===== src/common/timer_pkg.sv =====
// constants shared by the reload timer and its helpers
// assumes a 32-bit AXI4-Lite register bus and one system clock
package timer_pkg;
    localparam int DATA_W = 32;
    localparam int STRB_W = DATA_W / 8;
    localparam int CNT_W = 16;
    // prescale select: divide by 2**sel, sel 0..7 gives 1..128
    localparam int PRE_W = 3;
    localparam int DIV_W = 7;
    // register byte offsets
    localparam logic [7:0] OFF_CTRL = 8'h00;
    localparam logic [7:0] OFF_COUNT = 8'h04;
    localparam logic [7:0] OFF_RELOAD = 8'h08;
    localparam logic [7:0] OFF_STATUS = 8'h0C;
    // control register fields
    localparam int CTRL_W = 7;
    localparam int CTRL_EN = 0;
    localparam int CTRL_MODE = 1;
    localparam int CTRL_PRE_LO = 2;
    localparam int CTRL_POL = 5;
    localparam int CTRL_OUTEN = 6;
    // status register fields
    localparam int STAT_SEEN = 0;
    localparam int STAT_RUN = 1;
    // reset and restart values
    localparam logic [CTRL_W-1:0] CTRL_RST = 7'h00;
    localparam logic [CNT_W-1:0] COUNT_RST = 16'h0000;
    localparam logic [CNT_W-1:0] RELOAD_RST = 16'h0000;
    localparam logic [CNT_W-1:0] COUNT_RESTART = 16'h0001;
    localparam logic [CNT_W-1:0] COUNT_STEP = 16'h0001;
    // bus responses
    localparam logic [1:0] RESP_OKAY = 2'h0;
    localparam logic [1:0] RESP_SLVERR = 2'h2;
    typedef enum logic {
        MODE_ONESHOT = 1'b0,
        MODE_CONT = 1'b1
    } mode_e;
    typedef enum logic [2:0] {
        SEL_CTRL = 3'b000,
        SEL_COUNT = 3'b001,
        SEL_RELOAD = 3'b010,
        SEL_STATUS = 3'b011,
        SEL_NONE = 3'b100
    } regsel_e;
endpackage : timer_pkg


===== src/hdl/prescale_divider.sv =====
// prescaler: one-cycle tick every 2**sel system clocks
// assumes enable comes from a register on the same clock
`timescale 1ns/1ps
module prescale_divider (
    input wire logic core_clk, // system clock
    input wire logic reset, // synchronous, active high
    input wire logic enable, // timer running
    input wire logic [timer_pkg::PRE_W-1:0] preSel, // divide select
    output logic tick // one-cycle count pulse
);
    import timer_pkg::*;

    typedef struct packed {
        logic [DIV_W-1:0] cnt;
    } state_s;

    state_s st_ff;
    state_s nxt_st;
    logic [DIV_W-1:0] limit;

    // terminal value is the divisor minus one
    assign limit = DIV_W'((8'h01 << preSel) - 8'h01);
    assign tick = enable && (st_ff.cnt == limit);

    // restart on disable so the first tick is a full period away
    always_comb begin
        nxt_st = st_ff;
        if (!enable || tick) begin
            nxt_st.cnt = '0;
        end else begin
            nxt_st.cnt = st_ff.cnt + DIV_W'(1);
        end
    end

    always_ff @(posedge core_clk) begin
        if (reset) begin
            st_ff <= '0;
        end else begin
            st_ff <= nxt_st;
        end
    end
endmodule : prescale_divider


===== src/hdl/reload_timer.sv =====
// 16-bit reload timer, one-shot and continuous modes, AXI4-Lite slave
// assumes one system clock, synchronous reset and a well-behaved master
// Function
// - sixteen-bit counter steps by one per prescaled tick while enabled.
// - prescaler divides the system clock by 1 up to 128.
// - count FFFFh wraps to 0000h and keeps counting silently.
// - reload 0001h with prescale 1 gives the shortest time-out.
// - reload 0000h with prescale 128 gives the longest, after wrapping.
// - these modes always count the prescaled clock, never the pin.
// - one-shot match raises interrupt request and restarts count at 0001h.
// - one-shot match clears the enable bit and stops counting.
// - one-shot output inverts for exactly one clock at the match.
// - one-shot time-out is reload minus start plus one, times prescale.
// - continuous match raises request, restarts at 0001h, keeps running.
// - continuous output toggles at each match and holds between.
// - written start count only shapes the first continuous pass.
// - later continuous periods last reload times prescale clocks.
// - output starts at the programmed polarity level before counting.
`timescale 1ns/1ps
module reload_timer #(
    parameter int ADDR_W = 8 // AXI address width
) (
    input wire logic core_clk, // system clock
    input wire logic reset, // synchronous, active high
    input wire logic [ADDR_W-1:0] awaddr, // write address
    input wire logic awvalid, // write address valid
    output logic awready, // write address ready
    input wire logic [timer_pkg::DATA_W-1:0] wdata, // write data
    input wire logic [timer_pkg::STRB_W-1:0] wstrb, // byte strobes
    input wire logic wvalid, // write data valid
    output logic wready, // write data ready
    output logic [1:0] bresp, // write response
    output logic bvalid, // write response valid
    input wire logic bready, // write response ready
    input wire logic [ADDR_W-1:0] araddr, // read address
    input wire logic arvalid, // read address valid
    output logic arready, // read address ready
    output logic [timer_pkg::DATA_W-1:0] rdata, // read data
    output logic [1:0] rresp, // read response
    output logic rvalid, // read data valid
    input wire logic rready, // read data ready
    output logic timerIrq, // one-cycle reload request
    output logic timerOut, // timer output pin level
    output logic timerOutEn // timer output pin enable
);
    import timer_pkg::*;

    // register map, one aligned word each:
    //   0x00 control: bit 0 enable, bit 1 mode, bits 4:2 prescale,
    //        bit 5 output_polarity_bit, bit 6 pin enable
    //   0x04 count: running count, a write sets the start
    //   0x08 reload: match value, zero means a 65536-step pass
    //   0x0C status: bit 0 seen (write 1 clears), bit 1 running
    //   other addresses answer with an error and store nothing
    // bus timing seen from the master:
    //   write answer one cycle after both halves are in
    //   read answer one cycle after the address is taken
    //   address and data may come in either order
    //   a held half waits, its ready low, for the other
    //   readies drop while an answer waits
    //   one write and one read under way at most
    //   unused bits read as zero
    //   read data are the registers at the address edge
    // timer timing:
    //   first tick one full prescale period after enable
    //   prescale 2**s: one tick in every 2**s cycles
    //   a tick finding count equal to reload is the event
    //   the event restarts the count at 0001h
    //   request and pin change one cycle after the event
    //   one-shot clears enable on the event edge
    //   a one-shot restart needs only a new enable
    // limitations a user must know:
    //   one-shot runs one prescale period past reload-start,
    //   since the event waits for the tick after the match
    //   later continuous periods are reload times prescale
    //   a count write while running can skip a match
    //   a control write in the event cycle beats auto-disable
    //   no timer input pin; only the prescaled clock counts
    //   the request is a bare pulse with no mask here
    //   start count and reload are not checked together
    //   reset is synchronous and clears every register
    //   readies rise on the first edge after reset
    // hazards and trade-offs:
    //   bus writes follow counting, so software wins a tie
    //   seen is set again after writes: no event is lost
    //   registered readies cost an idle cycle per transfer,
    //     but keep every bus output straight from a flop
    //   a count read returns the value before that tick
    //   prescale changes while running are not blocked;
    //     software should disable first
    //   the prescaler restarts while disabled, so a
    //     re-enable always gives a full first period
    //   pin enable follows its control bit a cycle late,
    //     together with the pin level register
    //   an unmapped write still gets its answer,
    //     so a misaddressed master never hangs
    //   upper strobes are ignored; registers are 16 bits
    //   a control write without strobe 0 is dropped
    //   a zero reload needs a wrap through FFFFh first
    //   a start above reload also wraps before the match
    //   a running count read is not a snapshot

    typedef struct packed {
        logic awHeld;
        logic [ADDR_W-1:0] awAddr;
        logic wHeld;
        logic [DATA_W-1:0] wData;
        logic [STRB_W-1:0] wStrb;
        logic awReady;
        logic wReady;
        logic bValid;
        logic [1:0] bResp;
        logic arReady;
        logic rValid;
        logic [DATA_W-1:0] rData;
        logic [1:0] rResp;
        logic [CTRL_W-1:0] ctrl;
        logic [CNT_W-1:0] count;
        logic [CNT_W-1:0] reload;
        logic seen;
        logic irq;
    } state_s;

    state_s st_ff;
    state_s nxt_st;
    // tick is gated by enable inside the prescaler
    // running mirrors enable; contMode decodes the mode
    logic tick;
    logic running;
    logic reloadHit;
    logic contMode;

    // address decode, shared by the read and write paths
    function automatic regsel_e decodeAddr(input logic [ADDR_W-1:0] a);
        regsel_e sel;
        sel = SEL_NONE;
        if (a == ADDR_W'(OFF_CTRL)) begin
            sel = SEL_CTRL;
        end else if (a == ADDR_W'(OFF_COUNT)) begin
            sel = SEL_COUNT;
        end else if (a == ADDR_W'(OFF_RELOAD)) begin
            sel = SEL_RELOAD;
        end else if (a == ADDR_W'(OFF_STATUS)) begin
            sel = SEL_STATUS;
        end
        return sel;
    endfunction : decodeAddr

    // byte-lane merge for the 16-bit registers
    function automatic logic [CNT_W-1:0] mergeLanes(
        input logic [CNT_W-1:0] old,
        input logic [DATA_W-1:0] data,
        input logic [STRB_W-1:0] strb
    );
        logic [CNT_W-1:0] res;
        res = old;
        if (strb[0]) begin
            res[7:0] = data[7:0];
        end
        if (strb[1]) begin
            res[15:8] = data[15:8];
        end
        return res;
    endfunction : mergeLanes

    // read mux, unused bits read as zero
    function automatic logic [DATA_W-1:0] readReg(input regsel_e sel, input state_s s);
        logic [DATA_W-1:0] val;
        val = '0;
        case (sel)
            SEL_CTRL: begin
                val[CTRL_W-1:0] = s.ctrl;
            end
            SEL_COUNT: begin
                val[CNT_W-1:0] = s.count;
            end
            SEL_RELOAD: begin
                val[CNT_W-1:0] = s.reload;
            end
            SEL_STATUS: begin
                val[STAT_SEEN] = s.seen;
                val[STAT_RUN] = s.ctrl[CTRL_EN];
            end
            default: begin
                val = '0;
            end
        endcase
        return val;
    endfunction : readReg

    assign running = st_ff.ctrl[CTRL_EN];
    assign contMode = (mode_e'(st_ff.ctrl[CTRL_MODE]) == MODE_CONT);
    // match is taken on the tick that finds count equal to reload
    assign reloadHit = running && tick && (st_ff.count == st_ff.reload);

    // clock source is always the prescaled system clock in these modes
    prescale_divider u_prescale (
        .core_clk(core_clk),
        .reset(reset),
        .enable(running),
        .preSel(st_ff.ctrl[CTRL_PRE_LO +: PRE_W]),
        .tick(tick)
    );

    timer_out_pin u_outpin (
        .core_clk(core_clk),
        .reset(reset),
        .enable(running),
        .contMode(contMode),
        .polarity(st_ff.ctrl[CTRL_POL]),
        .outEnable(st_ff.ctrl[CTRL_OUTEN]),
        .reloadHit(reloadHit),
        .pinLevel(timerOut),
        .pinDrive(timerOutEn)
    );

    // next state: counting first, then bus writes, which win over it except for seen
    always_comb begin
        nxt_st = st_ff;
        nxt_st.irq = 1'b0;

        // count advance and reload handling
        if (reloadHit) begin
            nxt_st.count = COUNT_RESTART;
            nxt_st.irq = 1'b1;
            nxt_st.seen = 1'b1;
            if (!contMode) begin
                nxt_st.ctrl[CTRL_EN] = 1'b0;
            end
        end else if (running && tick) begin
            // natural 16-bit wrap, so a zero reload takes the full range
            nxt_st.count = st_ff.count + COUNT_STEP;
        end

        // write address and data are taken independently
        if (awvalid && st_ff.awReady) begin
            nxt_st.awHeld = 1'b1;
            nxt_st.awAddr = awaddr;
        end
        if (wvalid && st_ff.wReady) begin
            nxt_st.wHeld = 1'b1;
            nxt_st.wData = wdata;
            nxt_st.wStrb = wstrb;
        end

        // both halves present: commit the write, answer next cycle
        if (nxt_st.awHeld && nxt_st.wHeld) begin
            nxt_st.awHeld = 1'b0;
            nxt_st.wHeld = 1'b0;
            nxt_st.bValid = 1'b1;
            nxt_st.bResp = RESP_OKAY;
            case (decodeAddr(nxt_st.awAddr))
                SEL_CTRL: begin
                    if (nxt_st.wStrb[0]) begin
                        nxt_st.ctrl = nxt_st.wData[CTRL_W-1:0];
                    end
                end
                SEL_COUNT: begin
                    // sets the count at once, mid-pass too, and wins over a same-cycle restart
                    nxt_st.count = mergeLanes(st_ff.count, nxt_st.wData, nxt_st.wStrb);
                end
                SEL_RELOAD: begin
                    nxt_st.reload = mergeLanes(st_ff.reload, nxt_st.wData, nxt_st.wStrb);
                end
                SEL_STATUS: begin
                    if (nxt_st.wStrb[0] && nxt_st.wData[STAT_SEEN]) begin
                        nxt_st.seen = 1'b0;
                    end
                end
                default: begin
                    nxt_st.bResp = RESP_SLVERR;
                end
            endcase
        end

        // a reload in the clearing cycle is not lost
        if (reloadHit) begin
            nxt_st.seen = 1'b1;
        end

        // write response handshake
        if (st_ff.bValid && bready) begin
            nxt_st.bValid = 1'b0;
        end
        // one write in flight: stall new halves until the answer is gone
        nxt_st.awReady = !nxt_st.awHeld && !nxt_st.bValid;
        nxt_st.wReady = !nxt_st.wHeld && !nxt_st.bValid;

        // read channel, data one cycle after the address is taken
        if (st_ff.rValid && rready) begin
            nxt_st.rValid = 1'b0;
        end
        if (arvalid && st_ff.arReady) begin
            nxt_st.rValid = 1'b1;
            nxt_st.rData = readReg(decodeAddr(araddr), st_ff);
            if (decodeAddr(araddr) == SEL_NONE) begin
                nxt_st.rResp = RESP_SLVERR;
            end else begin
                nxt_st.rResp = RESP_OKAY;
            end
        end
        nxt_st.arReady = !nxt_st.rValid;
    end

    // state register
    // struct cleared first, then each register takes its
    // package reset, so the branch holds only constants
    always_ff @(posedge core_clk) begin
        if (reset) begin
            st_ff <= '0;
            st_ff.ctrl <= CTRL_RST;
            st_ff.count <= COUNT_RST;
            st_ff.reload <= RELOAD_RST;
        end else begin
            st_ff <= nxt_st;
        end
    end

    // pin level and enable come from flops in the pin helper
    // all bus outputs and the request come straight from the register
    assign awready = st_ff.awReady;
    assign wready = st_ff.wReady;
    assign bvalid = st_ff.bValid;
    assign bresp = st_ff.bResp;
    assign arready = st_ff.arReady;
    assign rvalid = st_ff.rValid;
    assign rdata = st_ff.rData;
    assign rresp = st_ff.rResp;
    assign timerIrq = st_ff.irq;
endmodule : reload_timer


===== src/hdl/timer_out_pin.sv =====
// timer output pin: toggles in continuous mode, flashes in one-shot
// assumes reloadHit is a one-cycle pulse on the same clock
`timescale 1ns/1ps
module timer_out_pin (
    input wire logic core_clk, // system clock
    input wire logic reset, // synchronous, active high
    input wire logic enable, // timer running
    input wire logic contMode, // 1 continuous, 0 one-shot
    input wire logic polarity, // output_polarity_bit
    input wire logic outEnable, // alternate function on
    input wire logic reloadHit, // reload event pulse
    output logic pinLevel, // pin level
    output logic pinDrive // pin output enable
);
    import timer_pkg::*;

    typedef struct packed {
        logic level;
        logic pin;
        logic drive;
    } state_s;

    state_s st_ff;
    state_s nxt_st;

    // held level starts from the polarity bit while stopped
    always_comb begin
        nxt_st = st_ff;
        if (!enable && !reloadHit) begin
            nxt_st.level = polarity;
        end else if (reloadHit && contMode) begin
            nxt_st.level = !st_ff.level;
        end
        // one-shot inverts the polarity level for the event cycle only
        if (contMode) begin
            nxt_st.pin = nxt_st.level;
        end else begin
            nxt_st.pin = polarity ^ reloadHit;
        end
        nxt_st.drive = outEnable;
        if (!outEnable) begin
            nxt_st.pin = 1'b0;
        end
    end

    always_ff @(posedge core_clk) begin
        if (reset) begin
            st_ff <= '0;
        end else begin
            st_ff <= nxt_st;
        end
    end

    assign pinLevel = st_ff.pin;
    assign pinDrive = st_ff.drive;
endmodule : timer_out_pin


===== config.mk =====
export PLATFORM = sky130hd
export DESIGN_NAME = reload_timer
export DESIGN_NICKNAME = d
export VERILOG_FILES = /design/src/common/timer_pkg.sv /design/src/hdl/prescale_divider.sv /design/src/hdl/reload_timer.sv /design/src/hdl/timer_out_pin.sv
export SDC_FILE = /design/constraint.sdc
export NUM_CORES = 1
export LEC_CHECK = 0
export ABC_AREA = 1
export BUFFER_PORTS_ARGS = -buffer_cell sky130_fd_sc_hd__buf_2
export CAP_MARGIN = 20
export CORE_MARGIN = 4
export CORE_UTILIZATION = 45
export DETAILED_ROUTE_END_ITERATION = 8
export GPL_ROUTABILITY_DRIVEN = 1
export PLACE_DENSITY = 0.67
export SETUP_SLACK_MARGIN = 0.5
export SLEW_MARGIN = 20
export SYNTH_ARGS = -nofsm -noshare
export SYNTH_HDL_FRONTEND = slang
export SYNTH_HIERARCHICAL = 1
export SYNTH_SLANG_ARGS = --single-unit

===== constraint.sdc =====
create_clock -name core_clk -period 5.84 [get_ports core_clk]
set_input_delay 0.584 -clock core_clk [delete_from_list [all_inputs] [get_ports core_clk]]
set_output_delay 0.584 -clock core_clk [all_outputs]
set_load 0.01 [all_outputs]

==> flow_summary.yaml, run 1 <==
detailed_routing:
  ant_nets: 0
  wl_per_cell_um: 12.0
  num_vias: 4997
  drtIter0Drc: 384
  viasPerCell: 4.73
  routed_wl_um: 12700
  first_pass_iters: 5
  drc: 0
clock_tree:
  cts_buffers: 9
  htreeDepth: 3
  clockBufferDepth: 2
  root_buffer: "clkbuf_16"
  cts_tree: "done"
  clkLatencyLatePin_ns: 0.34
  postCtsSetupBuffers: 0
  ctsHoldBuffers: 0
  clock-sinks: 102
  ctsResizeCount: 0
  clkTransAtPathRegs_ns: 0.07
yosys:
  synth_top_area_share_pct: 36.8
  syn_inst: 848
  yosys.area.top_type: "dfxtp_1"
  ys_seq_elements: 102
  async_flop_share_pct: 0
  synth-xor-area-share_pct: 2.84
  syn_area_um2: 5550
  yosys.area_share.adder_pct: 0.451
  synth_mux_area_share_pct: 1.08
  synth_cell_types: 35
  ys_seq_area_share_pct: 36.8
  ys_top_cells_by_area: "dfxtp_1 37%, nand2_1 14%, inv_1 7.4%"
  netlist_top_cells_count: "214 x nand2_1, 109 x inv_1, 107 x nor2_1, 102 x dfxtp_1, 64 x o21ai_0"
  ys.flop_type: "dfxtp_1"
  synth_top_family_by_area: "simple AND/OR/NAND/NOR gates"
  yosysMostFrequentCell: "nand2_1"
  synth_edf_count: 0
  synth-simple-area-share_pct: 32.7
  synth_compound_area_share_pct: 11.0
  yosys_warnings: 6
  avgSynthCellArea_um2: 6.55
critical_path:
  path_delay_family: "simple AND/OR/NAND/NOR gates"
  crit_arrival_ns: 3.67
  path_common_cell: "nand2_1"
  path_max_fanout: 18
  max_stage_delay_ns: 0.61
  cp-start-kind: "flip-flop"
  worstPathRequired_ns: 6.08
  worst-setup-path-type: "reg2reg"
  worst_setup_path_end_kind: "flip-flop"
  worstPathCellList: "nand2_1 -> nand3_1 -> nand2_1 -> nor2_1 -> nand3_2 -> nor2_1 -> nand2_1 -> clkinv_1 -> nand2_1 -> nor2_1 -> nand2_1 -> nor2_1 -> nand3_1 -> inv_1 -> inv_2 -> nand2_1 -> nand3b_1 -> nand2_1 -> inv_1 -> nand2_1 -> inv_1"
  critPathBufInv: 5
  slowest_stage: "nand3_1"
floorplanning:
  rows: 40
  io-pin-count: 103
  core_um2: 12100
  die_y_um: 119
  dieArea_um2: 14200
  start_util_pct: 46.0
  die_x_um: 119
sta:
  whs_ns: 0.438
  tns_ns: 0
  worst_pin_slew_ns: 0.824
  clock-skew-final_ns: 0.00631
  fmax_ghz: 0.292
  period_share_pct: 58.7
  finalSetupViolCount: 0
  rsz0062_at_grt: "no"
  fin_crit_ns: 3.43
  finalMaxSlewViolations: 0
  hold_violations: 0
  relSlewSlack_pct: 44.9
  worst_slack_ns: 2.41
layout:
  design_area_um2: 6070
  fin_nets: 944
  layout.cells.non_filler: 1056
  antenna_cells: 0
  post-route-util_pct: 50.3
  syn_to_final_growth_pct: 9.29
  final_layout_size_suffix_gt1_share_pct: 12.4
  largest_register_ffs: 66
  top_register: "st_ff"
power_and_ir_drop:
  p_total_mw: 1.51
  p_per_area_nw_per_um2: 250
  ir_drop_uv: 173
  power.leakage_nw: 2.78
placed_design:
  dp_slack_ns: 2.42
  port_buffers: 66
  routabilityCongestion: 0.832
  placed_cells: 1040
  place_hpwl_um: 9190
  placed_area_um2: 5780
global_routing:
  grt_max_degree: 73
  grt_pass1_vias: 4453
  antenna_found_initial: 0
  globalRouteOverflowTotal: 0
  grt.total_usage_pct: 18.0
  grt_first_pass_wirelength_um: 21200
run:
  drv_cap: 0
outcome:
  outcome: "complete, no violations"
hold_path:
  hp-class: "reg2reg"
cell families after synthesis:
family / after synthesis
flops: 102
simple gates: 423
xor+xnor: 18
other cells: 1
compound gates: 119
mux: 6
fa+ha+maj: 2
buf+inv: 177
final timing paths:
kind | startpoint | to | slack (ns) | cells after the start
setup / recovery | st_ff[38] | u_outpin/pinLevel | 2.41 | 21
setup reg to reg | st_ff[38] | u_outpin/pinLevel | 2.41 | 21
hold reg to reg | st_ff[40] | u_outpin/pinDrive | 0.44 | 2
hold / removal | st_ff[40] | u_outpin/pinDrive | 0.44 | 2
layout make-up:
cell class,instances,area [µm²]
Clock buffer,14,274
Clock inverter,2,13.8
Fill cell,1292,5990
Inverter,114,430
Multi-Input combinational cell,586,2740
Sequential cell,102,2040
Tap cell,168,210
Timing Repair Buffer,70,360
tightest hold or removal path, delay by kind of cell, from the launching register on:
family                 cells  cell delay (ns)
flip-flops                 1             0.31
buffers and inverters      1             0.05
AND/OR/NAND/NOR            1             0.04
metal layers:
layer / share of wire, % / routed length (µm) / GRT usage (%)
met2: 42 / 5320 / 27.5
met5: 0 / 0 / 0
met3: 6.7 / 849 / 3.61
met4: 0.73 / 93 / 3.69
met1: 51 / 6430 / 26.2
cell usage in the layout, fill, tap and decap left out, types with 2 or more instances in the layout:
cell and instances:
a21oi_1 47, buf_2 66, buf_4 4, clkbuf_1 2, clkbuf_16 9, clkbuf_8 3
clkinv_2 3, conb_1 18, dfxtp_1 102, ha_1 2, inv_1 109, inv_2 2
mux2i_1 6, nand2_1 214, nand2_2 5, nand2_4 3, nand3_1 51, nand3_2 2
nand3b_1 3, nand4_1 20, nor2_1 107, nor2_2 8, nor3_1 7, o21ai_0 64
o21ai_1 3, o21bai_1 2, xnor2_1 6, xor2_1 12
power by group:
group | switching [mW] | total (mW) | internal, mW
clock | 0.252 | 0.578 | 0.326
sequential | 0.0124 | 0.736 | 0.724
combinational | 0.140 | 0.201 | 0.0613
(Power assumes the default switching activity.)
==> run 2: changes to the inputs <==
ABC_AREA = 0   (was 1)
clock period = 3.3 ns   (was 5.84 ns; I/O delays follow)
==> flow_summary.yaml, run 2 <==
sta:
  tns_ns: 0
  rsz0062_at_grt: "no"
  relSlewSlack_pct: 39.7
  fmax_ghz: 0.376
  period_share_pct: 80.6
  finalMaxSlewViolations: 0
  clock-skew-final_ns: 0.00666
  whs_ns: 0.235
  finalSetupViolCount: 0
  hold_violations: 0
  worst_pin_slew_ns: 0.904
  fin_crit_ns: 2.66
  worst_slack_ns: 0.640
global_routing:
  antenna_found_initial: 0
  grt_pass1_vias: 3961
  gr-usage-met3_pct: 4.68
  grt_use_met2_pct: 27.4
  globalRouteOverflowTotal: 0
  grt_first_pass_wirelength_um: 19600
  grt_use_met1_pct: 26.6
  grt_max_degree: 81
  top_usage_layer: "met2"
  grt.total_usage_pct: 18.4
floorplanning:
  die_y_um: 115
  dieArea_um2: 13200
  die_x_um: 115
  rows: 38
  core_um2: 11000
  io-pin-count: 103
  start_util_pct: 46.6
placed_design:
  port_buffers: 66
  place_hpwl_um: 8680
  routabilityCongestion: 0.927
  dp_slack_ns: 0.487
detailed_routing:
  viasPerCell: 5.46
  wl_per_cell_um: 15.8
  num_vias: 4180
  drc: 0
  routed_wl_um: 12100
  ant_nets: 0
  first_pass_iters: 5
  drtIter0Drc: 234
outcome:
  outcome: "complete, no violations"
power_and_ir_drop:
  p_switching_mw: 0.633
  seqPwrFrac_pct: 49.4
  p_int_mw: 1.96
  switching_share_pct: 24.4
  clockPowerShare_pct: 41.2
  power.leakage_nw: 2.35
  ir_drop_uv: 231
  p_total_mw: 2.59
  combPwrFrac_pct: 9.4
  p_per_area_nw_per_um2: 457
clock_tree:
  clock-sinks: 102
  root_buffer: "clkbuf_16"
  cts_tree: "done"
  cts_buffers: 9
  htreeDepth: 3
  clkTransAtPathRegs_ns: 0.07
  clkLatencyLatePin_ns: 0.34
  clockBufferDepth: 2
hold_path:
  hold_depth: 3
  hp-class: "in2reg"
layout:
  final_layout_size_suffix_gt1_share_pct: 20.8
  final_cell_mix: "100 x dfxtp_1, 74 x nor2_1, 66 x buf_2"
  syn_to_final_growth_pct: 10.4
  antenna_cells: 0
  largest_register_ffs: 66
  fin_nets: 681
  layout_commonest_cell: "dfxtp_1"
  top_register: "st_ff"
  post-route-util_pct: 51.5
yosys:
  syn_inst: 583
  ys_seq_area_share_pct: 39.7
  yosysMostFrequentCell: "dfxtp_1"
  synth_top_area_share_pct: 39.7
  netlist_top_cells_count: "102 x dfxtp_1, 74 x nor2_1, 50 x nand2_1, 38 x buf_4, 32 x a21oi_1"
  ys.flop_type: "dfxtp_1"
  synth_edf_count: 0
  async_flop_share_pct: 0
  yosys_warnings: 6
  yosys.area.top_type: "dfxtp_1"
  ys_top_cells_by_area: "dfxtp_1 40%, buf_4 5.5%, mux2i_1 5.5%"
  syn_area_um2: 5140
  avgSynthCellArea_um2: 8.82
  synth_cell_types: 64
  ys_seq_elements: 102
critical_path:
  path_max_fanout: 8
  worst-setup-path-type: "reg2reg"
  reg2regPathDepth: 10
  cp-start-kind: "flip-flop"
  crit_arrival_ns: 2.85
  worst_setup_path_end_kind: "flip-flop"
  worstPathRequired_ns: 3.49
run:
  drv_cap: 0
## run 2: worst paths after layout
check	startpoint	to	slack, ns
worst max-delay path	st_ff[36]	u_outpin/st_ff[2]	0.64
worst min-delay path	awaddr[7]	st_ff[126]	0.24
worst max register to register	st_ff[36]	u_outpin/st_ff[2]	0.64
worst min register to register	st_ff[127]	st_ff[118]	0.43
## run 2: per-layer routing
metal	up-vias	part of all wire [%]
met4	0	1.2
met3	12	6.2
met1	1947	48
li1	2096	-
met5	-	0
met2	125	45
## run 2: per-stage QoR
stage                     instance area, µm²  instances
after floorplan                         5210        600
after global placement                  5360        748
after detailed placement                5360        748
after CTS                               5660        764
after global routing                    5680        765
final                                   5680        765
## run 2: what timing repair did
action | 4_1_cts | 5_1_grt
hold buffers | 0 | 0
setup endpoints to repair | 1 | 8
gates resized for setup | 1 | 3
buffers inserted | 0 | 1
cloned | 0 | 0
pin swaps | 0 | 1
## run 2: power by group through the flow
stage | clock, mW | combinational (mW) | sequential (mW)
2_1_floorplan | 0 | 0.189 | 1.31
3_3_place_gp | 0 | 0.240 | 1.31
3_5_place_dp | 0 | 0.244 | 1.31
4_1_cts | 1.09 | 0.246 | 1.28
5_1_grt | 1.14 | 0.273 | 1.28
6_report | 1.07 | 0.244 | 1.28
## run 2: logic make-up after synthesis
group | synth area share [%]
flip-flops | 39.7
XOR/XNOR | 4.77
adder cells (fa/ha/maj) | 0.487
AND/OR/NAND/NOR | 20.9
other | 0.0729
AO/OA/AOI/OAI | 17.8
buffers and inverters | 8.90
multiplexers | 7.42
## run 2: final cells by class
cell class	count	area (µm²)
repair buffers	75	398
inverters	11	41.3
well taps	140	175
flip-flops and latches	102	2040
fillers	1042	5360
clock inverters	6	61.3
clock buffers	10	239
multi-input cells	421	2720
## run 2: worst max-delay path: stages, from the launching register on
cell	delay (ns)
dfxtp_1	0.38
o21ai_0	0.27
a22oi_2	0.14
a22oi_4	0.28
and3_2	0.30
nand3_1	0.17
or2_2	0.45
inv_1	0.14
nor2_1	0.07
a2bb2oi_1	0.22
a21oi_2	0.08
==> run 3: changes to the inputs <==
PLACE_DENSITY = 0.7   (was 0.67)
clock period = 2.3 ns   (was 3.3 ns; I/O delays follow)
==> flow_summary.yaml, run 3 (synthesis gave the netlist of run 2 again) <==
floorplanning:
  core_um2: 11000
  die_y_um: 115
  io-pin-count: 103
  die_x_um: 115
  rows: 38
  start_util_pct: 46.6
  dieArea_um2: 13200
layout:
  layout_commonest_cell: "dfxtp_1"
  fin_nets: 741
  largest_register_ffs: 66
  top_register: "st_ff"
  post-route-util_pct: 59.4
  final_layout_size_suffix_gt1_share_pct: 36.1
  antenna_cells: 0
  nFillCells: 964
  final_cell_mix: "93 x dfxtp_1, 66 x buf_2, 64 x nor2_1"
  syn_to_final_growth_pct: 27.3
detailed_routing:
  first_pass_iters: 5
  drtIter0Drc: 413
  viasPerCell: 5.55
  ant_nets: 0
  wl_per_cell_um: 16.4
  routed_wl_um: 13500
  drc: 0
  num_vias: 4573
placed_design:
  place_hpwl_um: 9570
  routabilityCongestion: 0.889
  port_buffers: 66
power_and_ir_drop:
  p_per_area_nw_per_um2: 597
  ir_drop_uv: 512
  power.leakage_nw: 2.78
critical_path:
  crit_arrival_ns: 2.43
  slowest_stage: "dfxtp_4"
  cp-start-kind: "flip-flop"
  worst_setup_path_end_kind: "flip-flop"
  worstPathRequired_ns: 2.53
  path_max_fanout: 7
  worstPathCellList: "xnor2_2 -> nand3_1 -> a22oi_4 -> and3_4 -> buf_4 -> nand4_1 -> nor2_4 -> nand2_1 -> and2_1 -> o21ai_1 -> o211ai_1"
  max_stage_delay_ns: 0.41
  worst-setup-path-type: "reg2reg"
sta:
  period_share_pct: 95.7
  rsz0062_at_grt: "yes"
  clock-skew-final_ns: 0.00998
  worst_pin_slew_ns: 0.617
  finalSetupViolCount: 0
  finalMaxSlewViolations: 0
  relSlewSlack_pct: 57.7
  fin_crit_ns: 2.20
  hold_violations: 0
  fmax_ghz: 0.454
  tns_ns: 0
global_routing:
  grt_pass1_vias: 4503
  grt_max_degree: 31
  grt.total_usage_pct: 20.5
  globalRouteOverflowTotal: 0
  grt_first_pass_wirelength_um: 21800
  antenna_found_initial: 0
clock_tree:
  root_buffer: "clkbuf_16"
  cts_buffers: 9
  clock-sinks: 102
  clkTransAtPathRegs_ns: 0.07
  htreeDepth: 3
  clkLatencyLatePin_ns: 0.35
  clockBufferDepth: 2
  cts_tree: "done"
outcome:
  outcome: "complete, no violations"
run:
  drv_cap: 0
hold_path:
  hp-class: "in2reg"
==> run 3: cell count changes in the layout (fill, tap and decap cells not counted), sizes merged <==
| cell | previous run | this run |
|---|---|---|
| inv | 11 | 12 |
| buf | 75 | 135 |
| clkinv | 4 | 1 |
| bufinv | 1 | 2 |
==> run 3: final timing paths <==
| check | startpoint | end | slack [ns] | depth (start not counted) |
|---|---|---|---|---|
| worst max-delay path | st_ff[37] | st_ff[26] | 0.1 | 11 |
| worst min-delay path | awaddr[4] | st_ff[123] | 0.12 | 3 |
| worst max register to register | st_ff[37] | st_ff[26] | 0.1 | 11 |
| worst min register to register | st_ff[127] | st_ff[118] | 0.45 | 1 |
==> run 3: per-stage QoR <==
stage                     std cells  area (µm²)  hold WS [ns]  setup slack, ns  power [mW]
after CTS                       816        6310         0.115            0.134        3.91
after global placement          781        5700         0.411            0.102        2.24
after global routing            824        6550         0.134           0.0227        4.05
after floorplan                 600        5310         0.292            0.215        2.15
final                           824        6550         0.123           0.0984        3.91
after detailed placement        781        5700         0.428           0.0617        2.26
==> run 3: area by class of cell <==
| type | instances | area (µm²) | area share [%] |
|---|---|---|---|
| Inverter | 11 | 43.8 | 0.669 |
| Timing Repair Buffer | 135 | 925 | 14.1 |
| Multi-Input combinational cell | 421 | 3020 | 46.1 |
| Sequential cell | 102 | 2060 | 31.5 |
| Clock buffer | 10 | 239 | 3.65 |
| Tap cell | 140 | 175 | 2.68 |
| Clock inverter | 5 | 81.3 | 1.24 |
==> run 3: report_power, final <==
part	leakage, nW	internal (mW)	switching (mW)	total (mW)
registers	0.833	1.81	0.0246	1.83
clock network	0.155	0.979	0.667	1.65
logic	1.79	0.170	0.258	0.428
==> run 3: critical path, delay by kind of cell (launching register included) <==
family	cells	cell delay, ns
compound gates	3	0.43
xor+xnor	1	0.12
buf+inv	1	0.13
flops	1	0.41
simple gates	6	0.98
==> run 3: timing repair <==
item                                    4_1_cts  5_1_grt
gates cloned                                  0        1
endpoints found under the setup margin       43       44
setup buffers                                20        7
resized for setup                            41       39
hold endpoints to repair                      0        0
pin swaps                                    19       14
hold buffers                                  0        0
==> run 3: routing by layer <==
| metal | global-route usage [%] | part of all wire, % | vias up |
|---|---|---|---|
| met5 | 0 | 0 | - |
| li1 | - | - | 2219 |
| met3 | 5.47 | 7.2 | 21 |
| met4 | 5.79 | 1.6 | 0 |
| met1 | 27.0 | 44 | 2192 |
| met2 | 33.3 | 47 | 141 |
